<file path="src/core/lmm_pkg.sv">
package lmm_pkg;

    // ------------------------------------------------------------
    // Clock and internal test clock timing
    // ------------------------------------------------------------
    localparam int SYS_CLK_HZ    = 10_000_000;
    localparam int INT_CLK_HZ    = 10_000;
    localparam int INT_HALF_CYC  = SYS_CLK_HZ / (2 * INT_CLK_HZ);
    localparam int DIV_W         = 10;
    localparam logic [DIV_W-1:0] DIV_LAST =
        DIV_W'(INT_HALF_CYC - 1);

    // ------------------------------------------------------------
    // Register map, bit positions and reset values
    // ------------------------------------------------------------
    localparam int         AXI_AW       = 4;
    localparam logic [3:0] ADDR_CTRL    = 4'h0;
    localparam logic [3:0] ADDR_STEP    = 4'h4;
    localparam logic [3:0] ADDR_STATUS  = 4'h8;
    localparam int         CTRL_LOOP_BIT = 0;
    localparam int         CTRL_RUN_BIT  = 1;
    localparam int         STEP_BIT      = 0;
    localparam logic [1:0] CTRL_RESET    = 2'h0;
    localparam int         STAT_MODE_LSB = 0;
    localparam int         STAT_SEND_BIT = 2;
    localparam int         STAT_RTS_BIT  = 3;
    localparam int         STAT_DTR_BIT  = 4;
    localparam int         STAT_VAR_BIT  = 5;
    localparam int         STAT_ICLK_BIT = 6;
    localparam logic [1:0] RESP_OKAY     = 2'h0;
    localparam logic [1:0] RESP_SLVERR   = 2'h2;

    // ------------------------------------------------------------
    // Pin inputs that cross into the system clock domain
    // ------------------------------------------------------------
    localparam int PIN_LINE_RX   = 0;
    localparam int PIN_CTS       = 1;
    localparam int PIN_MTX_CLK   = 2;
    localparam int PIN_MRX_CLK   = 3;
    localparam int PIN_INTEG_CLK = 4;
    localparam int PIN_VARIANT   = 5;
    localparam int NUM_PINS      = 6;

    // ------------------------------------------------------------
    // Types
    // ------------------------------------------------------------
    typedef enum logic [1:0] {
        LMM_NORMAL,
        LMM_INT_MAINT,
        LMM_SYS_TEST,
        LMM_EXT_MAINT
    } lmm_mode_t;

    // Signals toward transmitter, receiver and modem
    typedef struct packed {
        logic send_enable;
        logic rts;
        logic dtr;
        logic rx_data;
        logic tx_bit_en;
        logic rx_bit_en;
        logic ext_clk;
    } lmm_line_t;

    // Mode from loop select and run state flag
    function automatic lmm_mode_t lmm_decode_mode(input logic loop_select,
                                                  input logic run_state_flag);
        lmm_mode_t m;
        m = LMM_NORMAL;
        unique case ({loop_select, run_state_flag})
            2'h0: m = LMM_NORMAL;
            2'h2: m = LMM_INT_MAINT;
            2'h3: m = LMM_SYS_TEST;
            2'h1: m = LMM_EXT_MAINT;
        endcase
        return m;
    endfunction

endpackage

</file>
<file path="src/core/lmm_mode_select.sv">
module lmm_mode_select
    import lmm_pkg::*;
(
    input  wire logic              clk_sys_i,
    input  wire logic              rst_n_i,
    input  wire logic [AXI_AW-1:0] s_axi_awaddr,
    input  wire logic              s_axi_awvalid,
    output logic                   s_axi_awready,
    input  wire logic [31:0]       s_axi_wdata,
    input  wire logic [3:0]        s_axi_wstrb,
    input  wire logic              s_axi_wvalid,
    output logic                   s_axi_wready,
    output logic [1:0]             s_axi_bresp,
    output logic                   s_axi_bvalid,
    input  wire logic              s_axi_bready,
    input  wire logic [AXI_AW-1:0] s_axi_araddr,
    input  wire logic              s_axi_arvalid,
    output logic                   s_axi_arready,
    output logic [31:0]            s_axi_rdata,
    output logic [1:0]             s_axi_rresp,
    output logic                   s_axi_rvalid,
    input  wire logic              s_axi_rready,
    input  wire logic              tx_data_i,
    input  wire logic              rts_req_i,
    input  wire logic              dtr_req_i,
    input  wire logic              line_rx_data_i,
    input  wire logic              clear_to_send_i,
    input  wire logic              modem_tx_clk_i,
    input  wire logic              modem_rx_clk_i,
    input  wire logic              integ_clk_i,
    input  wire logic              variant_integral_i,
    output lmm_line_t              line_o
);

    // ------------------------------------------------------------
    // Pin synchronisers
    // ------------------------------------------------------------
    logic [NUM_PINS-1:0] pin_raw;
    logic [NUM_PINS-1:0] pin_lvl;
    logic [NUM_PINS-1:0] pin_rise;

    assign pin_raw = {variant_integral_i, integ_clk_i, modem_rx_clk_i,
                      modem_tx_clk_i, clear_to_send_i, line_rx_data_i};

    lmm_pin_sync #(.W(NUM_PINS)) u_sync (
        .clk_sys_i (clk_sys_i),
        .rst_n_i   (rst_n_i),
        .pin_i     (pin_raw),
        .level_o   (pin_lvl),
        .rise_o    (pin_rise)
    );

    // ------------------------------------------------------------
    // Register bus slave state
    // ------------------------------------------------------------
    logic              aw_held, next_aw_held;
    logic [AXI_AW-1:0] aw_addr, next_aw_addr;
    logic              w_held, next_w_held;
    logic [31:0]       w_data, next_w_data;
    logic [3:0]        w_strb, next_w_strb;
    logic              next_awready, next_wready;
    logic              next_bvalid, next_arready, next_rvalid;
    logic [1:0]        next_bresp, next_rresp;
    logic [31:0]       next_rdata;
    logic [1:0]        ctrl, next_ctrl;
    logic              step_pulse, next_step;
    logic [DIV_W-1:0]  int_cnt, next_int_cnt;
    logic              int_clk, next_int_clk;
    logic              int_tick, next_int_tick;
    logic              do_write;
    logic [31:0]       status_word;
    lmm_mode_t         mode;

    // Software view of the block's own state
    always_comb begin
        status_word = '0;
        status_word[STAT_MODE_LSB +: 2] = mode;
        status_word[STAT_SEND_BIT]      = line_o.send_enable;
        status_word[STAT_RTS_BIT]       = line_o.rts;
        status_word[STAT_DTR_BIT]       = line_o.dtr;
        status_word[STAT_VAR_BIT]       = pin_lvl[PIN_VARIANT];
        status_word[STAT_ICLK_BIT]      = int_clk;
    end

    // Write and read channels; address and data taken in either order
    always_comb begin
        next_aw_held = aw_held;
        next_aw_addr = aw_addr;
        next_w_held  = w_held;
        next_w_data  = w_data;
        next_w_strb  = w_strb;
        next_bvalid  = s_axi_bvalid;
        next_bresp   = s_axi_bresp;
        next_ctrl    = ctrl;
        next_step    = 1'b0;
        do_write     = aw_held && w_held && !s_axi_bvalid;
        if (s_axi_bvalid && s_axi_bready) begin
            next_bvalid = 1'b0;
        end
        if (do_write) begin
            next_aw_held = 1'b0;
            next_w_held  = 1'b0;
            next_bvalid  = 1'b1;
            next_bresp   = RESP_OKAY;
            if (aw_addr[AXI_AW-1:2] == ADDR_CTRL[AXI_AW-1:2]) begin
                if (w_strb[0]) begin
                    next_ctrl = w_data[CTRL_RUN_BIT:CTRL_LOOP_BIT];
                end
            end else if (aw_addr[AXI_AW-1:2] == ADDR_STEP[AXI_AW-1:2]) begin
                next_step = w_strb[0] && w_data[STEP_BIT];
            end else if (aw_addr[AXI_AW-1:2] !=
                         ADDR_STATUS[AXI_AW-1:2]) begin
                next_bresp = RESP_SLVERR;
            end
        end
        if (s_axi_awvalid && s_axi_awready) begin
            next_aw_held = 1'b1;
            next_aw_addr = s_axi_awaddr;
        end
        if (s_axi_wvalid && s_axi_wready) begin
            next_w_held = 1'b1;
            next_w_data = s_axi_wdata;
            next_w_strb = s_axi_wstrb;
        end
        next_awready = !next_aw_held;
        next_wready  = !next_w_held;
        // Read side: one read in flight, answered the next cycle
        next_arready = s_axi_arready;
        next_rvalid  = s_axi_rvalid;
        next_rdata   = s_axi_rdata;
        next_rresp   = s_axi_rresp;
        if (s_axi_rvalid && s_axi_rready) begin
            next_rvalid  = 1'b0;
            next_arready = 1'b1;
        end
        if (s_axi_arvalid && s_axi_arready) begin
            next_arready = 1'b0;
            next_rvalid  = 1'b1;
            next_rresp   = RESP_OKAY;
            next_rdata   = '0;
            if (s_axi_araddr[AXI_AW-1:2] == ADDR_CTRL[AXI_AW-1:2]) begin
                next_rdata[1:0] = ctrl;
            end else if (s_axi_araddr[AXI_AW-1:2] ==
                         ADDR_STATUS[AXI_AW-1:2]) begin
                next_rdata = status_word;
            end else if (s_axi_araddr[AXI_AW-1:2] !=
                         ADDR_STEP[AXI_AW-1:2]) begin
                next_rresp = RESP_SLVERR;
            end
        end
    end

    always_ff @(posedge clk_sys_i) begin
        if (!rst_n_i) begin
            aw_held       <= 1'b0;
            aw_addr       <= '0;
            w_held        <= 1'b0;
            w_data        <= '0;
            w_strb        <= '0;
            s_axi_awready <= 1'b1;
            s_axi_wready  <= 1'b1;
            s_axi_bvalid  <= 1'b0;
            s_axi_bresp   <= RESP_OKAY;
            s_axi_arready <= 1'b1;
            s_axi_rvalid  <= 1'b0;
            s_axi_rdata   <= '0;
            s_axi_rresp   <= RESP_OKAY;
            ctrl          <= CTRL_RESET;
            step_pulse    <= 1'b0;
        end else begin
            aw_held       <= next_aw_held;
            aw_addr       <= next_aw_addr;
            w_held        <= next_w_held;
            w_data        <= next_w_data;
            w_strb        <= next_w_strb;
            s_axi_awready <= next_awready;
            s_axi_wready  <= next_wready;
            s_axi_bvalid  <= next_bvalid;
            s_axi_bresp   <= next_bresp;
            s_axi_arready <= next_arready;
            s_axi_rvalid  <= next_rvalid;
            s_axi_rdata   <= next_rdata;
            s_axi_rresp   <= next_rresp;
            ctrl          <= next_ctrl;
            step_pulse    <= next_step;
        end
    end

    // ------------------------------------------------------------
    // Internal 10 KHz test clock, divided from the system clock
    // ------------------------------------------------------------
    // Tick marks each rising edge of the divided clock
    always_comb begin
        next_int_cnt  = int_cnt + 1'b1;
        next_int_clk  = int_clk;
        next_int_tick = 1'b0;
        if (int_cnt == DIV_LAST) begin
            next_int_cnt  = '0;
            next_int_clk  = !int_clk;
            next_int_tick = !int_clk;
        end
    end

    always_ff @(posedge clk_sys_i) begin
        if (!rst_n_i) begin
            int_cnt  <= '0;
            int_clk  <= 1'b0;
            int_tick <= 1'b0;
        end else begin
            int_cnt  <= next_int_cnt;
            int_clk  <= next_int_clk;
            int_tick <= next_int_tick;
        end
    end

    // ------------------------------------------------------------
    // Mode multiplexers
    // ------------------------------------------------------------
    lmm_line_t next_line;
    logic      loop_mode;
    logic      integral;

    assign integral = pin_lvl[PIN_VARIANT];

    assign mode      = lmm_decode_mode(ctrl[CTRL_LOOP_BIT],
                                       ctrl[CTRL_RUN_BIT]);
    assign loop_mode = (mode == LMM_INT_MAINT) || (mode == LMM_SYS_TEST);

    always_comb begin
        next_line = '0;
        next_line.send_enable = loop_mode ? 1'b1 : pin_lvl[PIN_CTS];
        next_line.rx_data = loop_mode ? tx_data_i : pin_lvl[PIN_LINE_RX];
        next_line.rts = !loop_mode && rts_req_i;
        next_line.dtr = !loop_mode && dtr_req_i;
        unique case (mode)
            LMM_INT_MAINT: begin
                next_line.tx_bit_en = step_pulse;
                next_line.rx_bit_en = step_pulse;
            end
            LMM_SYS_TEST: begin
                next_line.tx_bit_en = int_tick;
                next_line.rx_bit_en = int_tick;
            end
            LMM_EXT_MAINT: begin
                next_line.ext_clk = !integral && int_clk;
                next_line.tx_bit_en = integral ? pin_rise[PIN_INTEG_CLK]
                                               : pin_rise[PIN_MTX_CLK];
                next_line.rx_bit_en = integral ? pin_rise[PIN_INTEG_CLK]
                                               : pin_rise[PIN_MRX_CLK];
            end
            LMM_NORMAL: begin
                next_line.tx_bit_en = integral ? pin_rise[PIN_INTEG_CLK]
                                               : pin_rise[PIN_MTX_CLK];
                next_line.rx_bit_en = integral ? pin_rise[PIN_INTEG_CLK]
                                               : pin_rise[PIN_MRX_CLK];
            end
        endcase
    end

    // Outputs registered so the modem sees no mux glitches
    always_ff @(posedge clk_sys_i) begin
        if (!rst_n_i) begin
            line_o <= '0;
        end else begin
            line_o <= next_line;
        end
    end

    // ------------------------------------------------------------
    // Assertions
    // ------------------------------------------------------------
    property p_send_forced;
        @(posedge clk_sys_i) disable iff (!rst_n_i)
        loop_mode |=> line_o.send_enable;
    endproperty
    a_send_forced: assert property (p_send_forced)
        else $error("send enable not forced in loop mode");

    property p_loop_data;
        @(posedge clk_sys_i) disable iff (!rst_n_i)
        loop_mode |=> (line_o.rx_data == $past(tx_data_i));
    endproperty
    a_loop_data: assert property (p_loop_data)
        else $error("receive data not looped from transmit");

    property p_hs_off;
        @(posedge clk_sys_i) disable iff (!rst_n_i)
        loop_mode |=> (!line_o.rts && !line_o.dtr);
    endproperty
    a_hs_off: assert property (p_hs_off)
        else $error("handshake output active in loop mode");

    property p_step_clk;
        @(posedge clk_sys_i) disable iff (!rst_n_i)
        (mode == LMM_INT_MAINT) |=>
            (line_o.tx_bit_en == $past(step_pulse)) &&
            (line_o.rx_bit_en == $past(step_pulse));
    endproperty
    a_step_clk: assert property (p_step_clk)
        else $error("bit clock does not follow step pulse");

    property p_sys_clk;
        @(posedge clk_sys_i) disable iff (!rst_n_i)
        (mode == LMM_SYS_TEST) |=> (line_o.tx_bit_en == $past(int_tick));
    endproperty
    a_sys_clk: assert property (p_sys_clk)
        else $error("system test bit clock not internal clock");

    property p_ext_drive;
        @(posedge clk_sys_i) disable iff (!rst_n_i)
        (mode == LMM_EXT_MAINT && !integral) |=>
            (line_o.ext_clk == $past(int_clk));
    endproperty
    a_ext_drive: assert property (p_ext_drive)
        else $error("internal clock not driven out");

    property p_integ_clk;
        @(posedge clk_sys_i) disable iff (!rst_n_i)
        (mode == LMM_EXT_MAINT && integral && pin_rise[PIN_INTEG_CLK])
            |=> (line_o.tx_bit_en && line_o.rx_bit_en && !line_o.ext_clk);
    endproperty
    a_integ_clk: assert property (p_integ_clk)
        else $error("integral modem clock not used");

    // Release edge excluded: outputs still hold reset values one cycle on
    property p_normal;
        @(posedge clk_sys_i) disable iff (!rst_n_i)
        rst_n_i && (mode == LMM_NORMAL) |=>
            (line_o.rts == $past(rts_req_i)) &&
            (line_o.rx_data == $past(pin_lvl[PIN_LINE_RX])) &&
            !line_o.ext_clk;
    endproperty
    a_normal: assert property (p_normal)
        else $error("normal mode path wrong");

    property p_tick_period;
        @(posedge clk_sys_i) disable iff (!rst_n_i)
        int_tick |=> !int_tick [*8];
    endproperty
    a_tick_period: assert property (p_tick_period)
        else $error("internal clock ticks too close");

endmodule

</file>
<file path="src/core/lmm_pin_sync.sv">
module lmm_pin_sync
    import lmm_pkg::*;
#(
    parameter int W = NUM_PINS
) (
    input  wire logic         clk_sys_i,
    input  wire logic         rst_n_i,
    input  wire logic [W-1:0] pin_i,
    output logic      [W-1:0] level_o,
    output logic      [W-1:0] rise_o
);

    logic [W-1:0] meta;
    logic [W-1:0] sync;
    logic [W-1:0] last;
    logic [W-1:0] next_rise;

    // ------------------------------------------------------------
    // Edge detection reads only the second and third stages
    // ------------------------------------------------------------
    always_comb begin
        for (int i = 0; i < W; i++) begin
            next_rise[i] = sync[i] & ~last[i];
        end
    end

    // Two stages against metastability, a third for edges
    always_ff @(posedge clk_sys_i) begin
        if (!rst_n_i) begin
            meta   <= '0;
            sync   <= '0;
            last   <= '0;
            rise_o <= '0;
        end else begin
            meta   <= pin_i;
            sync   <= meta;
            last   <= sync;
            rise_o <= next_rise;
        end
    end

    assign level_o = sync;

endmodule

</file>
<file path="config.mk">
export PLATFORM = sky130hd
export DESIGN_NAME = lmm_mode_select
export DESIGN_NICKNAME = d
export VERILOG_FILES = /design/src/core/lmm_pkg.sv /design/src/core/lmm_mode_select.sv /design/src/core/lmm_pin_sync.sv
export SDC_FILE = /design/constraint.sdc
export NUM_CORES = 1
export LEC_CHECK = 0
export BUFFER_PORTS_ARGS = -buffer_cell sky130_fd_sc_hd__buf_2
export CELL_PAD_IN_SITES_DETAIL_PLACEMENT = 0
export CELL_PAD_IN_SITES_GLOBAL_PLACEMENT = 1
export CORE_MARGIN = 4
export CORE_UTILIZATION = 38
export DETAILED_ROUTE_END_ITERATION = 12
export MAX_ROUTING_LAYER = met4
export PLACE_DENSITY_LB_ADDON = 0.12
export SETUP_SLACK_MARGIN = 0.02
export SLEW_MARGIN = 20
export SYNTH_ARGS = -nofsm -noshare
export SYNTH_HDL_FRONTEND = slang
export SYNTH_HIERARCHICAL = 1
export SYNTH_SLANG_ARGS = --single-unit
</file>
<file path="constraint.sdc">
create_clock -name clk_sys_i -period 3.8 [get_ports clk_sys_i]
set_input_delay 0.57 -clock clk_sys_i [delete_from_list [all_inputs] [get_ports clk_sys_i]]
set_output_delay 0.57 -clock clk_sys_i [all_outputs]
set_load 0.01 [all_outputs]
</file>
==> flow_metrics.py, run 1 <==
metrics = {
    "status": {
        "outcome": "finished, final reports clean",
    },
    "place": {
        "port_buffers": 43,
        "gp_congestion": 0.7305,
        "dp.cells": 369,
        "place_ws_ns": 1.837,
        "place_hpwl_mm": 3.050,
    },
    "final_layout": {
        "stdcell_count": 385,
        "syn2layout_area_growth_pct": 16.17,
        "seqCellArea_um2": 1221,
        "layout-drive-gt1-share_pct": 22.08,
        "final_nets": 370,
        "antenna_cells": 0,
        "multi_input_area_um2": 1072,
        "fillers": 658,
    },
    "synthesis": {
        "synthCells": 257,
        "synth_area_per_cell_um2": 9.576,
        "ys_warn_count": 6,
        "syn_area_um2": 2461,
    },
    "worst_setup_path": {
        "critPathMaxFanout": 8,
        "crit_family": "compound AO/OA/AOI/OAI gates",
        "timing.rr.end": "int_cnt[2]",
        "r2r_setup_slack_ns": 2.18,
        "max_stage_delay_ns": 0.48,
        "worstSetupPathType": "register to register",
        "crit_buf_inv": 0,
        "cp.arrival_ns": 1.82,
        "critPathCaptureType": "register",
        "ff2ff_path_depth": 4,
        "cp-start-kind": "register",
        "crit_chain": "ha_1 -> nand4bb_1 -> o31ai_4 -> nor2_1",
        "timing.rr.start": "int_cnt[0]",
        "worstSetupPathDepth": 4,
        "cp.required_ns": 4.01,
        "slowest_stage": "o31ai_4",
    },
    "grt": {
        "grt_pass1_wl_mm": 7.224,
        "grt_pass1_vias": 1542,
        "antenna_found_initial": 0,
        "grt_max_degree": 38,
        "gr-usage-all-layers_pct": 12.49,
        "grt.overflow.total": 0,
    },
    "die": {
        "start_util_pct": 38.98,
        "dieArea_um2": 7828,
        "ios": 108,
        "rows": 29,
        "coreArea_um2": 6314,
        "die_h_um": 88.48,
        "die_w_um": 88.48,
    },
    "route": {
        "wl_per_cell_um": 11.52,
        "drt_iter0_drc": 19,
        "vias": 1735,
        "ant_nets": 0,
        "drc": 0,
        "routed_wl_mm": 4.434,
        "dr.pass1.iters": 4,
        "viasPerCell": 4.506,
    },
    "timing": {
        "rsz0062_at_grt": "no",
        "fmax_mhz": 618.5,
        "tns_ns": 0,
        "slew_headroom_pct": 52.53,
        "drv_slew": 0,
        "fin_skew_ns": 0.004968,
        "finalHoldViolCount": 0,
        "worst_slew_pin_slew_ns": 0.7113,
        "finalCritPeriodShare_pct": 42.55,
        "setup_violations": 0,
        "fin_crit_ns": 1.617,
        "fin_ws_ns": 2.183,
    },
    "clock_tree": {
        "postCtsSetupBuffers": 0,
        "clk_latency_ns": 0.33,
        "cts.hold.buffers_added": 0,
        "cts_buffers": 9,
        "clock_path_buffers": 2,
        "cts.clk_slew.worst_paths_ns": 0.07,
        "clock_sinks": 61,
        "ctsResizeCount": 0,
        "clock-root-buffer": "clkbuf_8",
        "htree_levels": 3,
        "cts_tree": "yes",
    },
    "power_and_ir_drop": {
        "total_power_w": 0.001406,
        "leakage_nw": 1.238,
        "peakVddDrop_v": 0.0002148,
        "p_per_area_nw_per_um2": 491.9,
    },
    "min_path": {
        "worstHoldStart": "u_sync/meta[2]",
        "holdPathStages": 1,
        "hp-class": "register to register",
        "holdPathEnd": "u_sync/level_o[2]",
    },
    "flow_run": {
        "maxCapViolCount": 0,
    },
}
[stage by stage]
stage	area, um^2	hold WS [ns]	util, %
floorplan	2559	0.4057	-
global placement	2635	0.4087	41.74
detailed placement	2635	0.4113	41.74
CTS	2859	0.4199	45.28
global route	2859	0.4254	45.28
finish	2859	0.4315	45.28
[layer usage]
metal	routed length, um	vias up	GRT usage [%]
li1	-	911	-
met1	2192	765	15.90
met2	1851	52	17.40
met3	330	7	4.190
met4	59	0	6.593
met5	0	-	-
[state kept, by name, summed over array words and instances, names as in the netlist, 2 cells and up]
name and count:
int_cnt 10, line_o 7, s_axi_rdata 7, u_sync/level_o 6, u_sync/meta 6, u_sync/last 3, u_sync/rise_o 3, aw_addr 2
ctrl 2, w_data 2
[power breakdown]
| part | total, W | internal, W | switching (W) |
|---|---|---|---|
| clock network | 0.000638 | 0.000386 | 0.000253 |
| registers | 0.000682 | 0.000665 | 0.0000171 |
| logic | 0.0000865 | 0.0000342 | 0.0000522 |
[layout by cell type (no fill, tap or decap), types with 6 or more instances in the layout]
| cell | count |
|---|---|
| dfxtp_1 | 61 |
| buf_2 | 43 |
| conb_1 | 27 |
| nand2_1 | 23 |
| a21oi_1 | 17 |
| and2_1 | 16 |
| nor2_1 | 14 |
| clkbuf_8 | 10 |
| nand3_1 | 9 |
| nand2b_1 | 8 |
| ha_1 | 7 |
| inv_1 | 6 |
[layout make-up]
type / instances / share of cell area, %
Clock buffer: 10 / 4.814
Clock inverter: 6 / 3.020
Inverter: 6 / 0.7877
Multi-Input combinational cell: 181 / 37.51
Sequential cell: 61 / 42.71
Tap cell: 77 / 3.370
Timing Repair Buffer: 44 / 7.790
[how the worst max path moves through the flow]
stage                     from        endpoint
floorplan           int_cnt[0]      int_cnt[2]
global placement       rst_n_i  s_axi_rdata[1]
detailed placement     rst_n_i  s_axi_rdata[1]
CTS                 int_cnt[0]      int_cnt[2]
global route        int_cnt[0]      int_cnt[4]
finish              int_cnt[0]      int_cnt[2]
(Power assumes the default switching activity.)
==> run 2, diff against run 1 <==
--- a/config.mk
+++ b/config.mk
@@ -9,7 +9,7 @@
 export CELL_PAD_IN_SITES_DETAIL_PLACEMENT = 0
 export CELL_PAD_IN_SITES_GLOBAL_PLACEMENT = 1
 export CORE_MARGIN = 4
-export CORE_UTILIZATION = 38
+export CORE_UTILIZATION = 32
 export DETAILED_ROUTE_END_ITERATION = 12
 export MAX_ROUTING_LAYER = met4
 export PLACE_DENSITY_LB_ADDON = 0.12
==> constraint.sdc (replaced) <==
create_clock -name clk_sys_i -period 1.43 [get_ports clk_sys_i]
set_input_delay 0.2145 -clock clk_sys_i [delete_from_list [all_inputs] [get_ports clk_sys_i]]
set_output_delay 0.2145 -clock clk_sys_i [all_outputs]
set_load 0.01 [all_outputs]
==> run 2 against run 1 <==
Worst hold slack got worse by 0.36 ns; die area grew 17%; fmax rose by 20%; final cell count grew 8.8%; sequential share of layout area fell by 2.4 points; count of clock-buffer cells in the layout shrank 1; combinational power grew to 3.0 times the previous value; power grew to 2.6 times the previous value; critical path depth rose by 1; clock power is 150% higher; clock skew down 0.00084 ns; largest cell class unchanged; largest power group unchanged; highest routed layer unchanged.
==> flow_metrics.py, run 2 (synthesis results as in run 1) <==
metrics = {
    "clock_tree": {
        "clk_latency_ns": 0.34,
        "cts.clk_slew.worst_paths_ns": 0.07,
        "cts.hold.buffers_added": 0,
        "clock_sinks": 61,
        "cts_buffers": 9,
        "htree_levels": 3,
        "cts_tree": "yes",
        "clock-root-buffer": "clkbuf_8",
        "clock_path_buffers": 2,
    },
    "worst_setup_path": {
        "cp-start-kind": "register",
        "r2r_setup_slack_ns": 0.08,
        "crit_path_start": "ctrl[1]",
        "timing.rr.start": "ctrl[1]",
        "crit_buf_inv": 1,
        "crit_family": "flip-flops",
        "crit_chain": "inv_1 -> ha_1 -> o21bai_1 -> mux2_2 -> o41ai_2",
        "max_stage_delay_ns": 0.36,
        "timing.rr.end": "s_axi_rdata[1]",
        "cp.required_ns": 1.67,
        "worstSetupPathDepth": 5,
        "cp.arrival_ns": 1.59,
        "cp-endpoint": "s_axi_rdata[1]",
        "critPathCaptureType": "register",
        "ff2ff_path_depth": 5,
        "critPathMaxFanout": 4,
        "slowest_stage": "dfxtp_2",
        "worstSetupPathType": "register to register",
    },
    "grt": {
        "met1_usage_pct": 14.70,
        "grt_pass1_vias": 1703,
        "gr-usage-all-layers_pct": 11.74,
        "grt.overflow.total": 0,
        "grt.busiest_layer": "met2",
        "grt_pass1_wl_mm": 7.914,
        "antenna_found_initial": 0,
        "grt_max_degree": 18,
        "met2_usage_pct": 16.73,
        "grtUsageMet3_pct": 3.206,
    },
    "flow_run": {
        "maxCapViolCount": 0,
    },
    "final_layout": {
        "reg_top3": "int_cnt x10, line_o x7, s_axi_rdata x7",
        "final_nets": 382,
        "layout_commonest_cell": "dfxtp_1",
        "syn2layout_area_growth_pct": 23.64,
        "top_register": "int_cnt",
        "layout_common_cells": "dfxtp_1, buf_2, conb_1",
        "largest_reg_flops": 10,
        "final_cell_area_um2": 3043,
        "layout-drive-gt1-share_pct": 28.13,
        "antenna_cells": 0,
        "fin_util_pct": 41.29,
    },
    "die": {
        "coreArea_um2": 7370,
        "dieArea_um2": 9158,
        "start_util_pct": 33.40,
        "rows": 31,
        "die_w_um": 95.70,
        "die_h_um": 95.70,
        "ios": 108,
    },
    "place": {
        "dpl_cell_area_um2": 2745,
        "gp_congestion": 0.8151,
        "place_hpwl_mm": 3.558,
        "port_buffers": 43,
    },
    "timing": {
        "fin_crit_ns": 1.345,
        "setup_violations": 0,
        "fin_skew_ns": 0.004131,
        "fmax_mhz": 743.4,
        "finalCritPeriodShare_pct": 94.06,
        "finalHoldViolCount": 0,
        "drv_slew": 0,
        "rsz0062_at_grt": "no",
    },
    "status": {
        "outcome": "finished, final reports clean",
    },
    "route": {
        "ant_nets": 0,
        "drt_iter0_drc": 37,
        "vias": 1781,
        "viasPerCell": 4.251,
        "routed_wl_mm": 4.882,
        "drc": 0,
        "dr.pass1.iters": 4,
        "wl_per_cell_um": 11.65,
    },
    "power_and_ir_drop": {
        "p_per_area_nw_per_um2": 1199,
        "total_power_w": 0.003650,
        "peakVddDrop_v": 0.0003725,
        "leakage_nw": 1.304,
    },
    "min_path": {
        "worstHoldStart": "integ_clk_i",
        "hp-class": "primary input to register",
    },
}
==> run 2: power breakdown <==
part | internal [W] | leakage [nW] | switching, W
logic | 0.000112 | 0.706 | 0.000147
clock network | 0.000828 | 0.0973 | 0.000745
registers | 0.00177 | 0.501 | 0.0000506
total | 0.00271 | 1.30 | 0.000942
==> run 2: worst register-to-register path: stages (launching register included) <==
cell and delay [ns]:
dfxtp_2 0.36, inv_1 0.09, ha_1 0.19, o21bai_1 0.14, mux2_2 0.27, o41ai_2 0.20
==> run 2: cell type report <==
type                            instances  area (um^2)
Clock buffer                            9        123.9
Clock inverter                          7        80.08
Fill cell                             773         4327
Inverter                                6        22.52
Multi-Input combinational cell        181         1136
Sequential cell                        61         1227
Tap cell                               99        123.9
Timing Repair Buffer                   56        329.1
==> run 2: how the worst min path moves through the flow <==
stage	slack, ns	cells past startpoint	end
floorplan	0.31	1	s_axi_rdata[1]
global placement	0.41	1	u_sync/level_o[2]
detailed placement	0.42	1	u_sync/level_o[2]
CTS	0.06	2	u_sync/meta[2]
global route	0.06	2	u_sync/meta[2]
finish	0.08	2	u_sync/meta[4]
==> run 2: through the flow <==
step / TNS (ns) / setup WS (ns) / instances / hold slack, ns
6_report: 0 / 0.08491 / 419 / 0.07577
4_1_cts: 0 / 0.02966 / 418 / 0.05739
5_1_grt: 0 / 0.001487 / 419 / 0.05537
2_1_floorplan: 0 / 0.06204 / 283 / 0.3150
3_3_place_gp: 0 / 0.01109 / 402 / 0.4083
3_5_place_dp: -0.01001 / -0.01001 / 402 / 0.4185
==> run 2: repair_timing <==
action | in CTS | in global routing
pin swaps | 0 | 2
gates resized for setup | 3 | 11
endpoints found under the setup margin | 7 | 12
setup buffers | 0 | 1
==> run 2: metal layers <==
layer / vias up / share of wire [%]
li1: 935 / -
met1: 784 / 48
met2: 54 / 43
met3: 8 / 6.7
met4: 0 / 1.8
met5: - / 0
==> run 3, diff against run 2 <==
--- a/config.mk
+++ b/config.mk
@@ -9,7 +9,7 @@
 export CELL_PAD_IN_SITES_DETAIL_PLACEMENT = 0
 export CELL_PAD_IN_SITES_GLOBAL_PLACEMENT = 1
 export CORE_MARGIN = 4
-export CORE_UTILIZATION = 32
+export CORE_UTILIZATION = 38
 export DETAILED_ROUTE_END_ITERATION = 12
 export MAX_ROUTING_LAYER = met4
 export PLACE_DENSITY_LB_ADDON = 0.12
==> constraint.sdc (replaced) <==
create_clock -name clk_sys_i -period 1.7 [get_ports clk_sys_i]
set_input_delay 0.255 -clock clk_sys_i [delete_from_list [all_inputs] [get_ports clk_sys_i]]
set_output_delay 0.255 -clock clk_sys_i [all_outputs]
set_load 0.01 [all_outputs]
==> run 3 against run 2 <==
Combinational power decreased by 21%; core utilization increased by 4.3 points; count of clock-buffer cells in the layout increased by 1; sequential cell count unchanged; first-iteration DRC count decreased by 43%; setup slack improved by 0.15 ns; via count unchanged; critical path type unchanged; largest cell class unchanged; highest routed layer unchanged.
==> flow_metrics.py, run 3 (synthesis results as in run 1) <==
metrics = {
    "status": {
        "outcome": "finished, final reports clean",
    },
    "clock_tree": {
        "clk_latency_ns": 0.33,
        "clock_sinks": 61,
        "ctsResizeCount": 0,
        "clock-root-buffer": "clkbuf_8",
        "clock_path_buffers": 2,
        "cts_buffers": 9,
        "cts.clk_slew.worst_paths_ns": 0.07,
        "htree_levels": 3,
        "cts.hold.buffers_added": 0,
        "postCtsSetupBuffers": 0,
        "cts_tree": "yes",
    },
    "worst_setup_path": {
        "cp.arrival_ns": 1.73,
        "crit_family": "simple AND/OR/NAND/NOR gates",
        "critPathMaxFanout": 4,
        "cp.required_ns": 1.96,
        "max_stage_delay_ns": 0.37,
        "crit_buf_inv": 1,
        "slowest_stage": "dfxtp_1",
        "cp-start-kind": "register",
        "worstSetupPathType": "register to register",
        "crit_chain": "ha_1 -> nand4bb_1 -> buf_4 -> nor4_2 -> o21bai_1",
        "timing.rr.start": "int_cnt[0]",
        "r2r_setup_slack_ns": 0.23,
        "critPathCaptureType": "register",
        "ff2ff_path_depth": 5,
        "timing.rr.end": "int_clk",
    },
    "final_layout": {
        "largest_reg_flops": 10,
        "final_nets": 378,
        "layout_common_cells": "dfxtp_1, buf_2, conb_1",
        "layout-drive-gt1-share_pct": 23.49,
        "layout_commonest_cell": "dfxtp_1",
        "reg_top3": "int_cnt x10, line_o x7, s_axi_rdata x7",
        "syn2layout_area_growth_pct": 16.83,
        "antenna_cells": 0,
        "fillers": 654,
        "top_register": "int_cnt",
    },
    "min_path": {
        "holdPathEnd": "u_sync/meta[2]",
        "holdPathStages": 2,
        "hp-class": "primary input to register",
        "worstHoldStart": "modem_tx_clk_i",
    },
    "die": {
        "coreArea_um2": 6314,
        "die_w_um": 88.48,
        "die_h_um": 88.48,
        "ios": 108,
        "rows": 29,
        "dieArea_um2": 7828,
        "start_util_pct": 38.98,
    },
    "place": {
        "gp_congestion": 0.7385,
        "place_ws_ns": 0.1933,
        "port_buffers": 43,
        "place_hpwl_mm": 3.315,
    },
    "power_and_ir_drop": {
        "leakage_nw": 1.256,
        "p_int_w": 0.002232,
        "p_switching_w": 0.0006956,
        "clock_power_share_pct": 41.0,
        "p_per_area_nw_per_um2": 1018,
        "peakVddDrop_v": 0.0004338,
        "swShare_pct": 23.76,
        "combPwrFrac_pct": 7.0,
        "power_frac_seq_pct": 52.1,
    },
    "route": {
        "routed_wl_mm": 4.625,
        "dr.pass1.iters": 3,
        "viasPerCell": 4.543,
        "wl_per_cell_um": 11.80,
        "ant_nets": 0,
        "drc": 0,
        "vias": 1781,
        "drt_iter0_drc": 21,
    },
    "timing": {
        "finalHoldViolCount": 0,
        "fin_skew_ns": 0.007245,
        "rsz0062_at_grt": "no",
        "tns_ns": 0,
        "finalCritPeriodShare_pct": 86.34,
        "fin_crit_ns": 1.468,
        "drv_slew": 0,
        "fmax_mhz": 681.3,
        "setup_violations": 0,
        "fin_ws_ns": 0.2323,
    },
    "grt": {
        "grt_pass1_wl_mm": 7.714,
        "gr-usage-all-layers_pct": 13.33,
        "grt_max_degree": 23,
        "grt.overflow.total": 0,
        "antenna_found_initial": 0,
        "grt_pass1_vias": 1677,
    },
    "flow_run": {
        "maxCapViolCount": 0,
    },
}
run 3: power groups by stage:
stage / clock [W] / combinational [W] / sequential, W
6_report: 0.00120 / 0.000204 / 0.00152
5_1_grt: 0.00133 / 0.000233 / 0.00153
4_1_cts: 0.00125 / 0.000207 / 0.00152
3_5_place_dp: 0 / 0.000206 / 0.00156
3_3_place_gp: 0 / 0.000205 / 0.00156
2_1_floorplan: 0 / 0.000171 / 0.00156
run 3: how the worst max path moves through the flow:
| stage | endpoint | depth (start not counted) | startpoint |
|---|---|---|---|
| floorplan | int_cnt[2] | 4 | int_cnt[0] |
| global placement | int_cnt[2] | 4 | int_cnt[0] |
| detailed placement | int_cnt[2] | 4 | int_cnt[0] |
| CTS | int_cnt[2] | 4 | int_cnt[0] |
| global route | int_cnt[4] | 4 | int_cnt[0] |
| finish | int_clk | 5 | int_cnt[0] |
run 3: stage by stage:
stage	cell area, um^2	power (W)	utilization (%)	hold slack [ns]	instances
floorplan	2559	0.001727	-	0.3555	283
global placement	2695	0.001760	42.69	0.4079	377
detailed placement	2695	0.001763	42.69	0.4218	377
CTS	2875	0.002979	45.54	0.1095	392
global route	2875	0.003094	45.54	0.1137	392
finish	2875	0.002927	45.54	0.1277	392
run 3: per-layer routing:
metal	track usage [%]	up-vias	part of all wire [%]
met5	-	-	0
met4	7.418	0	2.1
met3	3.631	10	8.0
met2	19.31	53	43
met1	16.70	789	47
li1	-	929	-
run 3: layout make-up:
class,instances,area (um^2),area share [%]
timing repair buffer,52,282.8,9.835
clock inverter,5,52.55,1.828
inverter,6,22.52,0.7833
clock buffer,10,127.6,4.439
tap,77,96.34,3.351
multi-input combinational,181,1072,37.29
sequential,61,1221,42.47
